[src/include/oscr_defs.svh]
// constants for the output stage control register bank
// Function
// - low source select bits pick stages 1-8, reset 80
// - high source select bits pick stages 9-16, reset 00
// - low serial state bits, stages 1-8, reset ff
// - high serial state bits, stages 9-16, reset ff
// - extra serial state bits stages 17-18 reset one
// - extra register bits 7-2 ignore writes, read high
// - all five registers write and read back
// - select zero: serial bit drives stage, zero on
// - select one: parallel pin or fast bus
// - stages 17-18 driven only by serial bits
`ifndef OSCR_DEFS_SVH
`define OSCR_DEFS_SVH

// instruction codes, five bit field of the command byte
`define OSCR_INS_RD_SRC_LO 5'h02
`define OSCR_INS_RD_SRC_HI 5'h03
`define OSCR_INS_RD_SER_LO 5'h04
`define OSCR_INS_RD_SER_HI 5'h05
`define OSCR_INS_RD_SER_EX 5'h06
`define OSCR_INS_WR_SRC_LO 5'h12
`define OSCR_INS_WR_SRC_HI 5'h13
`define OSCR_INS_WR_SER_LO 5'h14
`define OSCR_INS_WR_SER_HI 5'h15
`define OSCR_INS_WR_SER_EX 5'h16

// reset values
`define OSCR_RST_SRC_LO 8'h80
`define OSCR_RST_SRC_HI 8'h00
`define OSCR_RST_SER_LO 8'hff
`define OSCR_RST_SER_HI 8'hff
`define OSCR_RST_SER_EX 2'h3

// extra serial state register layout
`define OSCR_EX_LSB 0
`define OSCR_EX_MSB 1
`define OSCR_EX_FILL 6'h3f

// index of the stage whose parallel pin is inverting (stage 8)
`define OSCR_INV_STAGE 7

`endif

[src/include/oscr_pkg.sv]
// types shared by the output stage control register bank
package oscr_pkg;

   // one decoded transfer from the serial frame logic
   typedef struct packed {
      logic done;          // one-cycle pulse at end of transfer
      logic ok;            // transfer judged valid
      logic [4:0] instr;   // instruction field
      logic [7:0] wdata;   // data byte of a write
   } oscr_cmd_s;

   // read answer back to the serial frame logic
   typedef struct packed {
      logic valid;         // one-cycle pulse
      logic [7:0] data;    // register contents
   } oscr_rsp_s;

endpackage

[src/core/oscr_stage_mux.sv]
// source selection for one parallel-capable power stage
`timescale 1ns/10ps
module oscr_stage_mux #(
   parameter bit INVERT_PAR = 1'b0,  // parallel pin is active low, set: active high
   parameter bit BUS_OK = 1'b1       // stage reachable by fast bus
) (
   // register bits
   input wire logic src_sel,
   input wire logic ser_state,
   // external sources
   input wire logic par_in,
   input wire logic bus_state,
   input wire logic bus_select,
   // result, one means stage on
   output logic stage_on
);

   // selection per the control truth table, before enabling
   always_comb begin
      if (!src_sel) begin
         stage_on = ~ser_state;
      end else if (bus_select) begin
         stage_on = INVERT_PAR ? par_in : ~par_in;
      end else begin
         // stage without fast bus access stays off
         stage_on = BUS_OK ? ~bus_state : 1'b0;
      end
   end

endmodule

[src/core/oscr_regs.sv]
// source select and serial state registers with stage drive
`timescale 1ns/10ps
module oscr_regs
   import oscr_pkg::*;
#(
   parameter int STAGES_MUXED = 16,  // stages with a select bit
   parameter int REG_W = 8           // register width
) (
   // clock and reset
   input wire logic clk_sys,
   input wire logic reset_n,
   // decoded transfers and read answers
   input wire oscr_cmd_s cmd,
   output oscr_rsp_s rsp_q,
   // stage sources
   input wire logic [STAGES_MUXED-1:0] stage_parallel_input,
   input wire logic [STAGES_MUXED-1:0] fast_bus_state,
   input wire logic bus_select,
   input wire logic output_enable_flag,
   // stage drive, one means stage on
   output logic [STAGES_MUXED+1:0] power_stage_output
);

`include "oscr_defs.svh"

   // the bit layout is fixed by the instruction set, refused at elaboration
   if (STAGES_MUXED != 16 || REG_W != 8) begin : g_bad_params
      $error("oscr_regs supports 16 muxed stages, 8-bit registers");
   end

   // register state
   logic [REG_W-1:0] src_lo_q, src_lo_d;   // source_select_low
   logic [REG_W-1:0] src_hi_q, src_hi_d;   // source_select_high
   logic [REG_W-1:0] ser_lo_q, ser_lo_d;   // serial_state_low
   logic [REG_W-1:0] ser_hi_q, ser_hi_d;   // serial_state_high
   logic [1:0] ser_ex_q, ser_ex_d;         // serial_state_extra
   oscr_rsp_s rsp_d;                       // next read answer
   logic [STAGES_MUXED+1:0] out_q, out_d;  // stage drive

   // accepted transfer
   logic take;

   // a write counts only when the frame is finished and valid
   assign take = cmd.done && cmd.ok;

   // value read back for an instruction; upper extra bits read high
   function automatic logic [8:0] read_of(input logic [4:0] ins,
         input logic [7:0] a, input logic [7:0] b,
         input logic [7:0] c, input logic [7:0] d,
         input logic [1:0] e);
      read_of = 9'h000;
      unique case (ins)
         `OSCR_INS_RD_SRC_LO: read_of = {1'b1, a};
         `OSCR_INS_RD_SRC_HI: read_of = {1'b1, b};
         `OSCR_INS_RD_SER_LO: read_of = {1'b1, c};
         `OSCR_INS_RD_SER_HI: read_of = {1'b1, d};
         `OSCR_INS_RD_SER_EX: read_of = {1'b1, `OSCR_EX_FILL, e};
         default: read_of = 9'h000;   // other codes belong elsewhere
      endcase
   endfunction

   // next register values from an accepted write
   always_comb begin
      src_lo_d = src_lo_q;
      src_hi_d = src_hi_q;
      ser_lo_d = ser_lo_q;
      ser_hi_d = ser_hi_q;
      ser_ex_d = ser_ex_q;
      if (take) begin
         unique case (cmd.instr)
            `OSCR_INS_WR_SRC_LO: src_lo_d = cmd.wdata;
            `OSCR_INS_WR_SRC_HI: src_hi_d = cmd.wdata;
            `OSCR_INS_WR_SER_LO: ser_lo_d = cmd.wdata;
            `OSCR_INS_WR_SER_HI: ser_hi_d = cmd.wdata;
            // only the two stage bits are stored
            `OSCR_INS_WR_SER_EX:
               ser_ex_d = cmd.wdata[`OSCR_EX_MSB:`OSCR_EX_LSB];
            default: ;   // reads and foreign codes leave the bank alone
         endcase
      end
   end

   // read answer; the value before any write of the same cycle
   always_comb begin
      logic [8:0] rv;
      rv = read_of(cmd.instr, src_lo_q, src_hi_q, ser_lo_q, ser_hi_q,
         ser_ex_q);
      rsp_d.valid = take && rv[8];
      rsp_d.data = take ? rv[7:0] : rsp_q.data;  // hold last answer
   end

   // register bank and answer flops
   always_ff @(posedge clk_sys) begin
      if (!reset_n) begin
         src_lo_q <= `OSCR_RST_SRC_LO;
         src_hi_q <= `OSCR_RST_SRC_HI;
         ser_lo_q <= `OSCR_RST_SER_LO;
         ser_hi_q <= `OSCR_RST_SER_HI;
         ser_ex_q <= `OSCR_RST_SER_EX;
         rsp_q <= '0;
      end else begin
         src_lo_q <= src_lo_d;
         src_hi_q <= src_hi_d;
         ser_lo_q <= ser_lo_d;
         ser_hi_q <= ser_hi_d;
         ser_ex_q <= ser_ex_d;
         rsp_q <= rsp_d;
      end
   end

   // per-stage selection
   logic [STAGES_MUXED-1:0] src_all, ser_all, sel_on;
   assign src_all = {src_hi_q, src_lo_q};
   assign ser_all = {ser_hi_q, ser_lo_q};

   genvar gi;
   generate
      for (gi = 0; gi < STAGES_MUXED; gi++) begin : g_stage
         // stage 8 has an inverting pin and no fast bus path
         oscr_stage_mux #(
            .INVERT_PAR(gi == `OSCR_INV_STAGE),
            .BUS_OK(gi != `OSCR_INV_STAGE)
         ) u_mux (
            .src_sel(src_all[gi]),
            .ser_state(ser_all[gi]),
            .par_in(stage_parallel_input[gi]),
            .bus_state(fast_bus_state[gi]),
            .bus_select(bus_select),
            .stage_on(sel_on[gi])
         );
      end
   endgenerate

   // stage drive, gated by the enable flag; reset forces all off
   always_comb begin
      if (output_enable_flag) begin
         // stages 17 and 18 follow their serial bits only
         out_d = {~ser_ex_q, sel_on};
      end else begin
         out_d = '0;
      end
   end

   // registered so the pins never glitch on select changes
   always_ff @(posedge clk_sys) begin
      if (!reset_n) begin
         out_q <= '0;
      end else begin
         out_q <= out_d;
      end
   end

   assign power_stage_output = out_q;
endmodule

[config.mk]
export PLATFORM = sky130hd
export DESIGN_NAME = oscr_regs
export DESIGN_NICKNAME = d
export VERILOG_FILES = /design/src/include/oscr_pkg.sv /design/src/core/oscr_stage_mux.sv /design/src/core/oscr_regs.sv
export VERILOG_INCLUDE_DIRS = /design/src /design/src/include
export SDC_FILE = /design/constraint.sdc
export NUM_CORES = 1
export LEC_CHECK = 0
export ABC_AREA = 1
export BUFFER_PORTS_ARGS = -buffer_cell sky130_fd_sc_hd__buf_2
export CAP_MARGIN = 20
export CELL_PAD_IN_SITES_DETAIL_PLACEMENT = 0
export CELL_PAD_IN_SITES_GLOBAL_PLACEMENT = 2
export CORE_MARGIN = 5
export CORE_UTILIZATION = 25
export DETAILED_ROUTE_END_ITERATION = 8
export HOLD_SLACK_MARGIN = 0.15
export PLACE_DENSITY = 0.77
export SLEW_MARGIN = 20
export SYNTH_ARGS = -nofsm -noshare
export SYNTH_HDL_FRONTEND = slang
export SYNTH_SLANG_ARGS = --single-unit
[constraint.sdc]
create_clock -name clk_sys -period 1 [get_ports clk_sys]
set_input_delay 0.15 -clock clk_sys [delete_from_list [all_inputs] [get_ports clk_sys]]
set_output_delay 0.15 -clock clk_sys [all_outputs]
set_load 0.02 [all_outputs]
**After elaboration in Yosys (flattened, before gate mapping)**

Index checks and enable logic that the tools add are counted.

- Register bits after elaboration: 61
- Input port bits: 51
- Output and inout bits: 27
- Logic and storage cells: 106

- Equal/unequal tests: 10
- Multiplexer cells: 33
- Bitwise operators: 47
- Reductions and logical operators: 8

Operators by type and width:

| cell | number |
|---|---|
| inverter 1 bit | 46 |
| case mux 9 bit (5 select lines) | 1 |
| two-way mux 1 bit | 32 |
| == test 5 bit, second input constant | 5 |
| == test 5 x 3 -> 1 bit, second input constant | 3 |
| AND reduction 2 bit | 6 |
| == test 5 x 2 -> 1 bit, second input constant | 2 |
| logical AND 1 bit | 2 |
| inverter 2 bit | 1 |

**Depth between registers and ports, before layout**

- Depth after elaboration: 3
- Depth in mapped cells: 9
- Mapped depth without buffers: 9

**Hierarchy**

A second synthesis with hierarchy kept.

- Cell total of the unflattened synthesis: 432
- Area total of the unflattened synthesis: 2907.8 µm²

By module, submodules not included:

| module | instances | cells each | area each (µm²) | seq. area each (µm²) |
|---|---|---|---|---|
| oscr_regs | 1 | 337 | 2493.6 | 1221.2 |
| oscr_stage_mux at g_stage[0].u_mux ... | 15 | 6 | 26.3 | 0.0 |
| oscr_stage_mux at g_stage[7].u_mux | 1 | 5 | 20.0 | 0.0 |

**Least setup slack after synthesis**

Ideal clock, no wire load.

- Path kind: input to register
- From: in cmd[14] (netlist name)
- To: reg ser_lo_q[6]
- Setup time: 139 ps
- Data arrival time: 842 ps
- Data required time: 861 ps
- Path slack: 18 ps
- Stages: 6
- Path buffers: 1
- Path through: nand2_1 -> nor2_4 -> nand3_2 -> buf_2 -> nand2_1 -> o211ai_1

- Longest elaborated chain between the ends: 2

Ends and longest elaborated chain:

| what | RTL line | RTL |
|---|---|---|
| start: declaration | oscr_regs.sv:13 | `input wire oscr_cmd_s cmd,` |
| logical AND 1 bit | oscr_regs.sv:44 | `assign take = cmd.done && cmd.ok;` |
| AND reduction 2 bit (no source line) | -- |  |
| end signal: assignment | oscr_regs.sv:97 | `` ser_lo_q <= `OSCR_RST_SER_LO; `` |
| end signal: assignment | oscr_regs.sv:104 | `ser_lo_q <= ser_lo_d;` |
| end: declaration | oscr_regs.sv:34 | `logic [REG_W-1:0] ser_lo_q, ser_lo_d;` |

No other way between the ends.
A chain may end at the register's enable or synchronous reset.

**Final worst setup path**

- From: reg rsp_q[5] (netlist name)
- To: out rsp_q[5] (netlist name)

RTL lines:

| what | RTL line | RTL |
|---|---|---|
| start: declaration | oscr_regs.sv:14 | `output oscr_rsp_s rsp_q,` |
| start signal: assignment | oscr_regs.sv:107 | `rsp_q <= rsp_d;` |

No word-level cell between the ends.

==> impl_metrics.tcl <==
set metrics [dict create \
    drtIter0Drc 87 \
    worst_pin_slew_ns 0.287 \
    required_ns 0.85 \
    post_drt_wl_per_cell_um 13.9 \
    multi_input_area_mm2 0.00127 \
    synth.top_cell.area_share 0.448 \
    arrival_ns 0.82 \
    cts.sinks 61 \
    insertion_delay_ns 0.34 \
    cts_tree "yes" \
    area_growth_pct 37.4 \
    async_flop_share 0 \
    cts_root_buffer "clkbuf_8" \
    hold_depth 4 \
    htreeDepth 3 \
    ant_nets 0 \
    crit_type "reg -> out" \
    clockBufferDepth 2 \
    ys_warn_count 0 \
    clk_pin_slew_ns 0.07 \
    fin_hold_ws_ns 0.149 \
    grt_use_met1 0.181 \
    core_area_mm2 0.0107 \
    final.period_utilization 0.970 \
    r2r_start "src_hi_q[0]" \
    fin_skew_ns 0.00896 \
    drv_slew 0 \
    io_buffers 76 \
    io_pins 78 \
    dr.pass1.iters 4 \
    power_density_mw_per_mm2 1390 \
    hold_path_end "power_stage_output[1]" \
    vias 2707 \
    clock.fmax_ghz 1.03 \
    regArea_mm2 0.00123 \
    min-delay-start "fast_bus_state[1]" \
    wirelength_um 8470 \
    die_area_mm2 0.0131 \
    timing.rr.end "rsp_q[0]" \
    startpoint "rsp_q[5]" \
    fin_nets 517 \
    cp.buffers_inverters 1 \
    max-cap-violations 0 \
    leakagePower_nw 1.95 \
    grt.total_usage 0.134 \
    critPathLaunchType "register" \
    numCtsBuffers 9 \
    synth-main-ff-cell "dfxtp_1" \
    syn_nets 416 \
    dp_hpwl_um 6340 \
    fillers 1204 \
    final_hold_viol_count 0 \
    initial_core_util 0.254 \
    drc_errors 0 \
    yosys.area.top_type "dfxtp_1" \
    grt_max_degree 44 \
    relSlewSlack 0.809 \
    outcome "completed" \
    detail_route.vias_per_cell 4.43 \
    syn_area_per_cell_um2 7.47 \
    globalplace.congestion 0.803 \
    slowest_stage "dfxtp_2" \
    row_count 38 \
    rsz0062_at_grt "no" \
    syn_area_mm2 0.00273 \
    setup_viol 0 \
    synth_cell_type_count 27 \
    ys_top_cells_by_count "nand2_1 (95), dfxtp_1 (61), inv_1 (34), o21ai_0 (34), nand3_1 (33)" \
    crit_family "flip-flops" \
    drive_gt1_frac 0.323 \
    worstRegToRegCells 6 \
    grt_pass1_wl_um 13700 \
    busiest_layer "met2" \
    cpPeakStageDelay_ns 0.33 \
    rrSetupSlack_ns 0.10 \
    ys_seq_elements 61 \
    tns_ns 0 \
    period_needed_ns 0.970 \
    syn_inst 365 \
    min_path_type "in -> reg" \
    use_met3 0.0254 \
    cp-end-kind "output pin" \
    synth_edf_count 0 \
    overflow 0 \
    die_w_um 114 \
    ys_seq_area_frac 0.448 \
    synth.most_common_cell "nand2_1" \
    antenna_cells 0 \
    met2_usage 0.215 \
    crit_fanout 2 \
    antenna_found_initial 0 \
    ys_top_cells_by_area "dfxtp_1 (45%), nand2_1 (13%), o21ai_0 (6.2%)" \
    irDropWorstVdd_mv 0.585 \
    grt_pass1_vias 2631 \
    crit_chain "buf_4" \
    die_h_um 114 \
]
-- state kept, by name, summed over array words and instances (netlist names) --
register            flops
ser_hi_q                8
src_hi_q                8
power_stage_output     18
rsp_q                   9
ser_ex_q                2
ser_lo_q                8
src_lo_q                8
-- through the flow --
stage | setup WS [ns] | total power [mW] | utilization | cell area, um^2 | cells
6_report | 0.0298 | 5.22 | 0.349 | 3750 | 611
2_1_floorplan | 0.0184 | 2.79 | - | 2730 | 365
3_3_place_gp | -0.201 | 3.05 | 0.319 | 3430 | 588
3_5_place_dp | -0.213 | 3.05 | 0.319 | 3430 | 588
5_1_grt | 0.00155 | 5.46 | 0.349 | 3750 | 611
4_1_cts | 0.00299 | 5.28 | 0.346 | 3710 | 611
-- cell usage in the layout (no fill, tap or decap), types with 6 or more instances in the layout --
cell	Yosys	layout
nand2_1	95	95
buf_2	6	63
dfxtp_1	61	53
inv_1	34	34
o21ai_0	34	34
nand3_1	33	32
buf_4	0	27
nor2_1	22	22
a21oi_1	15	15
o211ai_1	10	10
clkbuf_8	0	10
o211ai_2	8	8
dfxtp_2	0	8
inv_2	7	7
dlygate4sd3_1	0	7
o21ai_1	6	6
buf_12	0	6
-- logic make-up after synthesis --
logic type             share of synthesized area
AO/OA/AOI/OAI                              0.184
AND/OR/NAND/NOR                            0.280
buffers and inverters                     0.0881
flip-flops                                 0.448
-- layer usage --
layer | wire (um) | vias to the layer above | part of all wire
met4 | 126 | 0 | 0.015
met1 | 3950 | 1226 | 0.47
met2 | 3900 | 69 | 0.46
met3 | 493 | 10 | 0.058
li1 | - | 1402 | -
met5 | 0 | - | 0
-- final cells by class --
class                   instances  area share
clock inverters                 4      0.0127
multi-input cells             248       0.339
flip-flops and latches         61       0.329
clock buffers                  12      0.0387
repair buffers                104       0.192
well taps                     140      0.0468
inverters                      42      0.0421
-- report_power, final --
part | internal [mW] | switching, mW | leakage [nW] | total (mW)
logic | 0.235 | 0.304 | 1.35 | 0.540
registers | 2.46 | 0.0224 | 0.497 | 2.49
clock network | 1.21 | 0.978 | 0.0964 | 2.19
-- worst max-delay path by stage --
stage	cells after the start	to	slack [ns]
finish	1	rsp_q[5]	0.03
global route	1	rsp_q[0]	0.002
CTS	1	rsp_q[1]	0.003
detailed placement	8	src_lo_q[3]	-0.21
global placement	8	rsp_q[5]	-0.20
floorplan	6	ser_lo_q[6]	0.02
-- what timing repair did --
| action | CTS | global route |
|---|---|---|
| endpoints found under the setup margin | 6 | 12 |
| hold buffers | 7 | 0 |
| setup buffers | 0 | 0 |
| hold endpoints to repair | 17 | 0 |
| gates resized for setup | 10 | 13 |
Power figures use the tool's default switching activity.
